## src/design/eci_pkg.sv

```systemverilog
// Constants shared by the interrupt and diagnostic block
package eci_pkg;
  localparam int          ADDR_W     = 8;
  localparam int          DATA_W     = 32;
  localparam logic [7:0]  ADDR_STAT  = 8'h00;
  localparam logic [7:0]  ADDR_CMD   = 8'h04;
  localparam logic [7:0]  ADDR_CFG2  = 8'h08;
  localparam logic [1:0]  RESP_OKAY  = 2'h0;
  localparam logic [1:0]  RESP_SLV   = 2'h2;
  // Function index used for flags, enables and on/off state
  localparam int          FN_DMA     = 0;
  localparam int          FN_RX      = 1;
  localparam int          FN_TX      = 2;
  // Command register
  localparam int          CMD_IE_LSB  = 0;
  localparam int          CMD_ACK_LSB = 4;
  localparam int          CMD_ON_LSB  = 8;
  localparam int          CMD_OFF_LSB = 11;
  // Status register
  localparam int          ST_DMA_BIT  = 3;
  localparam int          ST_TX_BIT   = 4;
  localparam int          ST_RX_BIT   = 5;
  localparam int          ST_ON_LSB   = 8;
  localparam int          ST_COLL_LSB = 12;
  // Second configuration register
  localparam int          CFG_STA_EN  = 2;
  localparam int          CFG_ACC_SH  = 3;
  localparam int          CFG_ACC_DR  = 4;
  localparam int          CFG_ACC_CRC = 5;
  localparam int          CFG_CRC_BAD = 9;
  localparam int          CFG_CRC_KEEP = 10;
  localparam int          CFG_LOOP    = 11;
  localparam logic [15:0] CFG2_RST    = 16'h0000;
  // Transmit event index, as enabled by the packet header
  localparam int          EV_BABBLE   = 0;
  localparam int          EV_COLL     = 1;
  localparam int          EV_COLL16   = 2;
  localparam int          EV_OK       = 3;
  localparam logic [4:0]  MAX_COLL    = 5'd16;
  localparam logic [10:0] MAX_LEN     = 11'd1514;
endpackage : eci_pkg

```

## src/design/eci_ctrl.sv

```systemverilog
// Interrupt, self-test and receive-acceptance control with AXI4-Lite registers
//
// Our own choices: the AXI4-Lite interface to the registers and the register addresses.
`timescale 1ns/1ps
module eci_ctrl
  import eci_pkg::*;
(
  // Clock and reset
  input  wire logic              i_ref_clk,
  input  wire logic              i_rst_n,
  // AXI4-Lite write
  input  wire logic [ADDR_W-1:0] i_awaddr,
  input  wire logic              i_awvalid,
  output logic                   o_awready,
  input  wire logic [DATA_W-1:0] i_wdata,
  input  wire logic [3:0]        i_wstrb,
  input  wire logic              i_wvalid,
  output logic                   o_wready,
  output logic [1:0]             o_bresp,
  output logic                   o_bvalid,
  input  wire logic              i_bready,
  // AXI4-Lite read
  input  wire logic [ADDR_W-1:0] i_araddr,
  input  wire logic              i_arvalid,
  output logic                   o_arready,
  output logic [DATA_W-1:0]      o_rdata,
  output logic [1:0]             o_rresp,
  output logic                   o_rvalid,
  input  wire logic              i_rready,
  // Pins
  input  wire logic              i_carrier,
  input  wire logic              i_dma_tc,
  output logic                   o_irq,
  output logic                   o_loopback_n,
  // Transmitter
  input  wire logic              i_tx_req,
  input  wire logic              i_tx_start,
  input  wire logic              i_tx_byte,
  input  wire logic              i_tx_coll,
  input  wire logic              i_tx_done,
  input  wire logic [3:0]        i_tx_hdr_ie,
  output logic                   o_tx_go,
  output logic                   o_tx_abort,
  output logic                   o_crc_corrupt,
  // Receiver
  input  wire logic              i_rx_sof,
  input  wire logic              i_rx_end,
  input  wire logic              i_rx_mode_ok,
  input  wire logic              i_rx_dest_ok,
  input  wire logic              i_rx_crc_err,
  input  wire logic              i_rx_short,
  input  wire logic              i_rx_dribble,
  input  wire logic              i_rx_pre_coll,
  output logic                   o_rx_en,
  output logic                   o_crc_keep,
  output logic                   o_rx_store,
  output logic                   o_rx_discard,
  output logic                   o_rx_trunc
);
  logic [ADDR_W-1:0] awaddr_q;
  logic [DATA_W-1:0] wdata_q;
  logic [3:0]        wstrb_q;
  logic [DATA_W-1:0] wmask;
  logic [DATA_W-1:0] cw;
  logic              wr_en;
  logic              cmd_wr;
  logic              cfg_wr;
  logic              wr_hit;
  logic [2:0]        ie_q;
  logic [2:0]        on_q;
  logic [2:0]        cmd_on;
  logic [2:0]        cmd_off;
  logic [2:0]        cmd_ack;
  logic [2:0]        flag_set;
  logic [2:0]        flags;
  logic [15:0]       cfg2_q;
  logic [1:0]        car_sync_q;
  logic [1:0]        tc_sync_q;
  logic              tc_prev_q;
  logic              car_prev_q;
  logic              in_frame_q;
  logic              car_drop;
  logic              rx_event;
  logic [4:0]        coll_cnt;
  logic [3:0]        tx_ev;
  logic [DATA_W-1:0] rd_mux;
  logic              rd_hit;
  logic              rx_err;
  logic              rx_ok_addr;

  // Write channel: address and data taken in any order, then one response
  assign wr_en  = !o_awready && !o_wready && !o_bvalid;
  assign wmask  = {{8{wstrb_q[3]}}, {8{wstrb_q[2]}}, {8{wstrb_q[1]}}, {8{wstrb_q[0]}}};
  assign cw     = wdata_q & wmask;
  assign cmd_wr = wr_en && (awaddr_q == ADDR_CMD);
  assign cfg_wr = wr_en && (awaddr_q == ADDR_CFG2);
  assign wr_hit = (awaddr_q == ADDR_CMD) || (awaddr_q == ADDR_CFG2) || (awaddr_q == ADDR_STAT);

  always_ff @(posedge i_ref_clk or negedge i_rst_n)
  begin
    if (!i_rst_n)
    begin
      o_awready <= 1'b1;
      o_wready  <= 1'b1;
      o_bvalid  <= 1'b0;
      o_bresp   <= RESP_OKAY;
      awaddr_q  <= '0;
      wdata_q   <= '0;
      wstrb_q   <= 4'h0;
    end
    else
    begin
      if (o_awready && i_awvalid)
      begin
        o_awready <= 1'b0;
        awaddr_q  <= i_awaddr;
      end
      if (o_wready && i_wvalid)
      begin
        o_wready <= 1'b0;
        wdata_q  <= i_wdata;
        wstrb_q  <= i_wstrb;
      end
      if (wr_en)
      begin
        o_bvalid <= 1'b1;
        o_bresp  <= wr_hit ? RESP_OKAY : RESP_SLV;
      end
      else if (o_bvalid && i_bready)
      begin
        o_bvalid  <= 1'b0;
        o_awready <= 1'b1;
        o_wready  <= 1'b1;
      end
    end
  end

  // Strobe fields exist only in the written word, never in storage
  assign cmd_on  = cmd_wr ? cw[CMD_ON_LSB +: 3]  : 3'b000;
  assign cmd_off = cmd_wr ? cw[CMD_OFF_LSB +: 3] : 3'b000;
  assign cmd_ack = cmd_wr ? cw[CMD_ACK_LSB +: 3] : 3'b000;

  always_ff @(posedge i_ref_clk or negedge i_rst_n)
  begin
    if (!i_rst_n)
      ie_q <= 3'b000;
    else if (cmd_wr)
      ie_q <= (ie_q & ~wmask[CMD_IE_LSB +: 3]) | cw[CMD_IE_LSB +: 3];
  end

  always_ff @(posedge i_ref_clk or negedge i_rst_n)
  begin
    if (!i_rst_n)
      cfg2_q <= CFG2_RST;
    else if (cfg_wr)
      cfg2_q <= (cfg2_q & ~wmask[15:0]) | cw[15:0];
  end

  // Both on and off together leave the function state alone
  always_ff @(posedge i_ref_clk or negedge i_rst_n)
  begin
    if (!i_rst_n)
      on_q <= 3'b000;
    else
      on_q <= (on_q | (cmd_on & ~cmd_off)) & ~(cmd_off & ~cmd_on);
  end

  // Pin inputs pass two flops; edges are taken after the second
  always_ff @(posedge i_ref_clk or negedge i_rst_n)
  begin
    if (!i_rst_n)
    begin
      car_sync_q <= 2'b00;
      tc_sync_q  <= 2'b00;
      car_prev_q <= 1'b0;
      tc_prev_q  <= 1'b0;
    end
    else
    begin
      car_sync_q <= {car_sync_q[0], i_carrier};
      tc_sync_q  <= {tc_sync_q[0], i_dma_tc};
      car_prev_q <= car_sync_q[1];
      tc_prev_q  <= tc_sync_q[1];
    end
  end

  eci_tx_track u_tx_track (
    .i_ref_clk  (i_ref_clk),
    .i_rst_n    (i_rst_n),
    .i_start    (i_tx_start),
    .i_byte     (i_tx_byte),
    .i_coll     (i_tx_coll),
    .i_done     (i_tx_done),
    .o_coll_cnt (coll_cnt),
    .o_ev       (tx_ev),
    .o_abort    (o_tx_abort)
  );

  // Receive acceptance
  assign car_drop   = in_frame_q && car_prev_q && !car_sync_q[1] && !i_rx_end;
  assign rx_ok_addr = cfg2_q[CFG_STA_EN] && i_rx_mode_ok && i_rx_dest_ok;
  assign rx_err     = (i_rx_crc_err && !cfg2_q[CFG_ACC_CRC])
                   || (i_rx_short && !cfg2_q[CFG_ACC_SH])
                   || (i_rx_dribble && !cfg2_q[CFG_ACC_DR]);

  always_ff @(posedge i_ref_clk or negedge i_rst_n)
  begin
    if (!i_rst_n)
      in_frame_q <= 1'b0;
    else if (i_rx_sof && on_q[FN_RX])
      in_frame_q <= 1'b1;
    else if (i_rx_end || car_drop)
      in_frame_q <= 1'b0;
  end

  always_ff @(posedge i_ref_clk or negedge i_rst_n)
  begin
    if (!i_rst_n)
    begin
      o_rx_store   <= 1'b0;
      o_rx_discard <= 1'b0;
      o_rx_trunc   <= 1'b0;
    end
    else
    begin
      o_rx_trunc <= car_drop && rx_ok_addr && cfg2_q[CFG_ACC_SH] && !i_rx_pre_coll;
      o_rx_store <= in_frame_q && i_rx_end && rx_ok_addr && !rx_err && !i_rx_pre_coll;
      o_rx_discard <= in_frame_q && (i_rx_end || car_drop)
                   && (!rx_ok_addr || i_rx_pre_coll
                   || (i_rx_end && rx_err) || (car_drop && !cfg2_q[CFG_ACC_SH]));
    end
  end

  assign rx_event = o_rx_store || o_rx_trunc;

  // Interrupt flags
  assign flag_set[FN_DMA] = (tc_sync_q[1] && !tc_prev_q) || (cmd_on[FN_DMA] && cmd_off[FN_DMA]);
  assign flag_set[FN_RX]  = rx_event || (cmd_on[FN_RX] && cmd_off[FN_RX]);
  assign flag_set[FN_TX]  = |(tx_ev & i_tx_hdr_ie) || (cmd_on[FN_TX] && cmd_off[FN_TX]);

  eci_flag u_flag_dma (
    .i_ref_clk (i_ref_clk),
    .i_rst_n   (i_rst_n),
    .i_set     (flag_set[FN_DMA]),
    .i_clr     (cmd_ack[FN_DMA]),
    .o_flag    (flags[FN_DMA])
  );

  // Set beats clear so a packet landing during acknowledge is not lost
  eci_flag u_flag_rx (
    .i_ref_clk (i_ref_clk),
    .i_rst_n   (i_rst_n),
    .i_set     (flag_set[FN_RX]),
    .i_clr     (cmd_ack[FN_RX]),
    .o_flag    (flags[FN_RX])
  );

  eci_flag u_flag_tx (
    .i_ref_clk (i_ref_clk),
    .i_rst_n   (i_rst_n),
    .i_set     (flag_set[FN_TX]),
    .i_clr     (cmd_ack[FN_TX]),
    .o_flag    (flags[FN_TX])
  );

  // Outputs registered; the interrupt trails its flag by one cycle
  always_ff @(posedge i_ref_clk or negedge i_rst_n)
  begin
    if (!i_rst_n)
    begin
      o_irq         <= 1'b0;
      o_loopback_n  <= 1'b1;
      o_crc_corrupt <= 1'b0;
      o_crc_keep    <= 1'b0;
      o_rx_en       <= 1'b0;
      o_tx_go       <= 1'b0;
    end
    else
    begin
      o_irq         <= |(flags & ie_q);
      o_loopback_n  <= !cfg2_q[CFG_LOOP];
      o_crc_corrupt <= cfg2_q[CFG_CRC_BAD];
      o_crc_keep    <= cfg2_q[CFG_CRC_KEEP];
      o_rx_en       <= on_q[FN_RX];
      o_tx_go       <= i_tx_req && on_q[FN_TX] && !car_sync_q[1] && !in_frame_q;
    end
  end

  // Read channel
  always_comb
  begin
    rd_mux = '0;
    rd_hit = 1'b1;
    case (i_araddr)
      ADDR_STAT:
      begin
        rd_mux[ST_DMA_BIT]       = flags[FN_DMA];
        rd_mux[ST_RX_BIT]        = flags[FN_RX];
        rd_mux[ST_TX_BIT]        = flags[FN_TX];
        rd_mux[ST_ON_LSB +: 3]   = on_q;
        rd_mux[ST_COLL_LSB +: 5] = coll_cnt;
      end
      ADDR_CMD:  rd_mux[CMD_IE_LSB +: 3] = ie_q;
      ADDR_CFG2: rd_mux[15:0] = cfg2_q;
      default:   rd_hit = 1'b0;
    endcase
  end

  always_ff @(posedge i_ref_clk or negedge i_rst_n)
  begin
    if (!i_rst_n)
    begin
      o_arready <= 1'b1;
      o_rvalid  <= 1'b0;
      o_rdata   <= '0;
      o_rresp   <= RESP_OKAY;
    end
    else if (o_arready && i_arvalid)
    begin
      o_arready <= 1'b0;
      o_rvalid  <= 1'b1;
      o_rdata   <= rd_mux;
      o_rresp   <= rd_hit ? RESP_OKAY : RESP_SLV;
    end
    else if (o_rvalid && i_rready)
    begin
      o_rvalid  <= 1'b0;
      o_arready <= 1'b1;
    end
  end
endmodule : eci_ctrl

```

## src/design/eci_flag.sv

```systemverilog
// Sticky status flag where a set beats a simultaneous clear
`timescale 1ns/1ps
module eci_flag (
  // Clock and reset
  input  wire logic i_ref_clk,
  input  wire logic i_rst_n,
  // Control
  input  wire logic i_set,
  input  wire logic i_clr,
  // State
  output logic      o_flag
);
  always_ff @(posedge i_ref_clk or negedge i_rst_n)
  begin
    if (!i_rst_n)
      o_flag <= 1'b0;
    else if (i_set)
      o_flag <= 1'b1;
    else if (i_clr)
      o_flag <= 1'b0;
  end
endmodule : eci_flag

```

## src/design/eci_tx_track.sv

```systemverilog
// Per-packet collision and length tracking with transmit events
`timescale 1ns/1ps
module eci_tx_track
  import eci_pkg::*;
(
  // Clock and reset
  input  wire logic        i_ref_clk,
  input  wire logic        i_rst_n,
  // Transmitter strobes
  input  wire logic        i_start,
  input  wire logic        i_byte,
  input  wire logic        i_coll,
  input  wire logic        i_done,
  // Results
  output logic [4:0]       o_coll_cnt,
  output logic [3:0]       o_ev,
  output logic             o_abort
);
  logic [10:0] len_q;
  logic        last_coll;

  assign last_coll = i_coll && (o_coll_cnt == MAX_COLL - 5'd1);

  always_ff @(posedge i_ref_clk or negedge i_rst_n)
  begin
    if (!i_rst_n)
      o_coll_cnt <= 5'd0;
    else if (i_start)
      o_coll_cnt <= 5'd0;
    else if (i_coll && o_coll_cnt != MAX_COLL)
      o_coll_cnt <= o_coll_cnt + 5'd1;
  end

  // Saturates so a huge frame cannot wrap back under the limit
  always_ff @(posedge i_ref_clk or negedge i_rst_n)
  begin
    if (!i_rst_n)
      len_q <= 11'd0;
    else if (i_start)
      len_q <= 11'd0;
    else if (i_byte && len_q != 11'h7FF)
      len_q <= len_q + 11'd1;
  end

  always_ff @(posedge i_ref_clk or negedge i_rst_n)
  begin
    if (!i_rst_n)
    begin
      o_ev    <= 4'h0;
      o_abort <= 1'b0;
    end
    else
    begin
      o_ev[EV_COLL]   <= i_coll;
      o_ev[EV_COLL16] <= last_coll;
      o_abort         <= last_coll;
      o_ev[EV_OK]     <= i_done && (o_coll_cnt < MAX_COLL);
      o_ev[EV_BABBLE] <= i_done && (len_q > MAX_LEN);
    end
  end
endmodule : eci_tx_track

```

## config.mk

```make
export PLATFORM = sky130hd
export DESIGN_NAME = eci_ctrl
export DESIGN_NICKNAME = d
export VERILOG_FILES = /design/src/design/eci_pkg.sv /design/src/design/eci_ctrl.sv /design/src/design/eci_flag.sv /design/src/design/eci_tx_track.sv
export SDC_FILE = /design/constraint.sdc
export NUM_CORES = 1
export LEC_CHECK = 0
export BUFFER_PORTS_ARGS = -buffer_cell sky130_fd_sc_hd__buf_2
export CAP_MARGIN = 20
export CORE_MARGIN = 4
export CORE_UTILIZATION = 45
export DETAILED_ROUTE_END_ITERATION = 12
export GPL_TIMING_DRIVEN = 0
export PLACE_DENSITY = 0.73
export SYNTH_ARGS = -nofsm -noshare
export SYNTH_HDL_FRONTEND = slang
export SYNTH_HIERARCHICAL = 1
export SYNTH_SLANG_ARGS = --single-unit
```

## constraint.sdc

```tcl
create_clock -name i_ref_clk -period 2 [get_ports i_ref_clk]
set_input_delay 0 -clock i_ref_clk [delete_from_list [all_inputs] [get_ports i_ref_clk]]
set_output_delay 0 -clock i_ref_clk [all_outputs]
set_load 0.02 [all_outputs]
```

==> results.yml <==
outcome:
  status: "complete, but fails checks"
  violations: "setup timing"
setup_path:
  reg2reg_from: "awaddr_q[7]$_DFFE_PN0P_"
  reg2reg_depth: 4
  regToRegEndpoint: "u_flag_dma/o_flag$_DFFE_PN0P_"
  cp-end-kind: "register"
  cp_data_required_time_ps: 2310
  crit_start: "awaddr_q[7]$_DFFE_PN0P_"
  cp-start-kind: "register"
  endpoint: "u_flag_dma/o_flag$_DFFE_PN0P_"
  arrival_ps: 2370
  crit_path_max_fanout: 6
  rrSetupSlack_ps: -50
  crit_type: "register to register"
synth:
  synth-seq-cells: 111
  avgSynthCellArea_sq_um: 12.3
  synth_edf_count: 0
  synthFlopType: "dfrtp_1"
  synth_warnings: 6
  synthArstFlopShare: 1.00
  synth_cell_type_count: 60
  syn_area_sq_mm: 0.00490
  ys_seq_area_frac: 0.568
  synth_cells: 400
timing:
  tightestPinTransition_ps: 660
  setup_ws_ps: -52.9
  timing.hold.ws_ps: 6.32
  rsz0062_at_grt: "true"
  hold_viol: 0
  slew_violations: 0
  slew_headroom: 0.554
  fmax_ghz: 0.487
  fin_crit_ps: 2050
  setup_viol_count_final: 8
  finalCritPeriodShare: 1.03
  finClkSkew_ps: 8.84
power:
  powerDensity_mw_per_mm2: 866
  leakagePower_uw: 0.00311
  ir_drop_mv: 0.655
placed_design:
  dp_hpwl_microns: 7650
  place_congestion: 0.796
  port_buffers: 92
  dpl_worst_slack_ps: -213
  place_area_sq_mm: 0.00564
die:
  dieArea_sq_mm: 0.0126
  die_height_microns: 112
  core_area_sq_mm: 0.0105
  rows: 37
  ioPinCount: 129
  start_util: 0.468
  die_x_microns: 112
layout:
  final_area_sq_mm: 0.00638
  antenna_cells: 0
  syn2layout_area_growth_pct: 30.2
  drive_gt1_frac: 0.339
  layout.nets: 658
cts:
  h-tree-depth: 3
  path_clk_slew_ps: 90
  cts.sinks: 111
  cts_buffers: 9
  cts_tree: "yes"
  clkLatencyLatePin_ps: 370
  clk_path_buf_depth: 2
  cts-root-buf: "clkbuf_8"
grt:
  antenna_found_initial: 0
  grt_max_degree: 71
  track_usage: 0.182
  grt_first_pass_wirelength_microns: 18500
  grt_pass1_vias: 3769
  gr-total-overflow: 0
routing:
  drtIter0Drc: 220
  vias_per_cell: 5.10
  antenna_left: 0
  wl_microns: 10900
  drc: 0
  wl_per_cell_microns: 15.3
  via_count: 3642
  drtPass1Iterations: 4
worst_hold_path:
  holdCritPathClass: "input pin to register"
  min-delay-start: "i_tx_hdr_ie[2]"
flow_run:
  cap_violations: 0
[cells by family (layout without fill, tap and decap cells)]
logic type / count (synthesis) / count (layout) / synth area share
and+or+nand+nor: 93 / 93 / 0.108
muxes: 56 / 56 / 0.131
DFF: 111 / 111 / 0.568
other: 1 / 17 / 0.000765
xor gates and xnor gates: 6 / 6 / 0.0107
AOI/OAI and AO/OA: 70 / 70 / 0.105
adders and majority gates: 5 / 5 / 0.0128
buffers and inverters: 58 / 220 / 0.0641
[final cells by class]
type	count	area [sq um]
Inverter	26	97.6
Clock buffer	11	141
Tap cell	136	170
Fill cell	894	4080
Sequential cell	111	2780
Timing Repair Buffer	150	1050
Buffer	30	199
Clock inverter	3	21.3
Multi-Input combinational cell	247	1920
[worst min path at each step]
stage,end,slack [ps],cells after the start
after detailed placement,u_tx_track/len_q[7]$_DFFE_PN0P_,30,1
after floorplan,async pin,-300,0
final,u_flag_tx/o_flag$_DFFE_PN0P_,6,4
after global placement,car_sync_q[0]$_DFF_PN0_,110,1
after CTS,u_flag_tx/o_flag$_DFFE_PN0P_,4,4
after global routing,u_flag_tx/o_flag$_DFFE_PN0P_,0.9,4
[placed cells by master (no fill, tap or decap), drive strengths merged, types with 6 or more instances in the layout]
master         n
nand2         29
mux2          44
buf          122
clkbuf        18
dfrtp        107
inv           26
nor2          14
conb          17
o21ai         20
mux2i         12
a21oi          6
dlygate4sd3   51
[cell usage after synthesis (3+ instances only)]
| cell | number | area, sq um |
|---|---|---|
| dfrtp_1 | 107 | 2680 |
| mux2_2 | 37 | 417 |
| nand2_1 | 29 | 109 |
| inv_1 | 26 | 97.6 |
| o21ai_0 | 20 | 100 |
| buf_4 | 19 | 143 |
| nor2_1 | 14 | 52.6 |
| mux2i_1 | 12 | 120 |
| clkbuf_1 | 7 | 26.3 |
| mux2_4 | 7 | 105 |
| a21oi_1 | 6 | 30.0 |
| a32o_1 | 5 | 50.1 |
| ha_1 | 5 | 62.6 |
| nand4_1 | 5 | 31.3 |
| o31ai_1 | 5 | 37.5 |
| a21o_1 | 4 | 30.0 |
| a31oi_1 | 4 | 25.0 |
| and2_1 | 4 | 25.0 |
| and3_1 | 4 | 25.0 |
| dfstp_2 | 4 | 105 |
| nand3_1 | 4 | 20.0 |
| nand3b_1 | 4 | 30.0 |
| nor2b_1 | 4 | 25.0 |
| nor3_1 | 4 | 20.0 |
| xnor2_1 | 4 | 35.0 |
| a211oi_1 | 3 | 22.5 |
| a22oi_1 | 3 | 22.5 |
| buf_6 | 3 | 33.8 |
| nand2b_1 | 3 | 18.8 |
| o311ai_1 | 3 | 26.3 |
| o41ai_1 | 3 | 26.3 |
[where the power goes]
group | switching (uW) | leakage (uW) | internal (uW)
sequential | 321 | 0.00141 | 2680
combinational | 669 | 0.00161 | 676
clock | 699 | 0.0000813 | 474
total | 1690 | 0.00311 | 3840
[worst max-delay path, cell delays in order, from the launching register on]
cell,delay [ps]
dfrtp_1,380
or4_4,580
or4_4,610
o32ai_4,310
a21o_1,110
[timing repair]
item | in CTS | in global routing
endpoints found under the hold margin | 93 | 0
hold buffers | 51 | 0
buffers inserted | 4 | 2
pin swaps | 4 | 5
setup endpoints to repair | 21 | 22
gates resized for setup | 6 | 2
[stage by stage]
stage,TNS (ps),power [uW],util,std cells
after floorplan,-14.0,3810,-,416
after global placement,-34080,4150,0.536,644
after detailed placement,-2930,4230,0.539,645
after CTS,-354,5580,0.609,713
after global routing,-509,5860,0.610,714
final,-112,5520,0.610,714
[metal layers]
metal	up-vias	global-route usage	wire (microns)
li1	1748	-	-
met5	-	0	0
met1	1790	0.230	4690
met4	0	0.0513	155
met2	89	0.309	5500
met3	15	0.0485	543
Note: power is estimated with default switching activity, not from simulation.
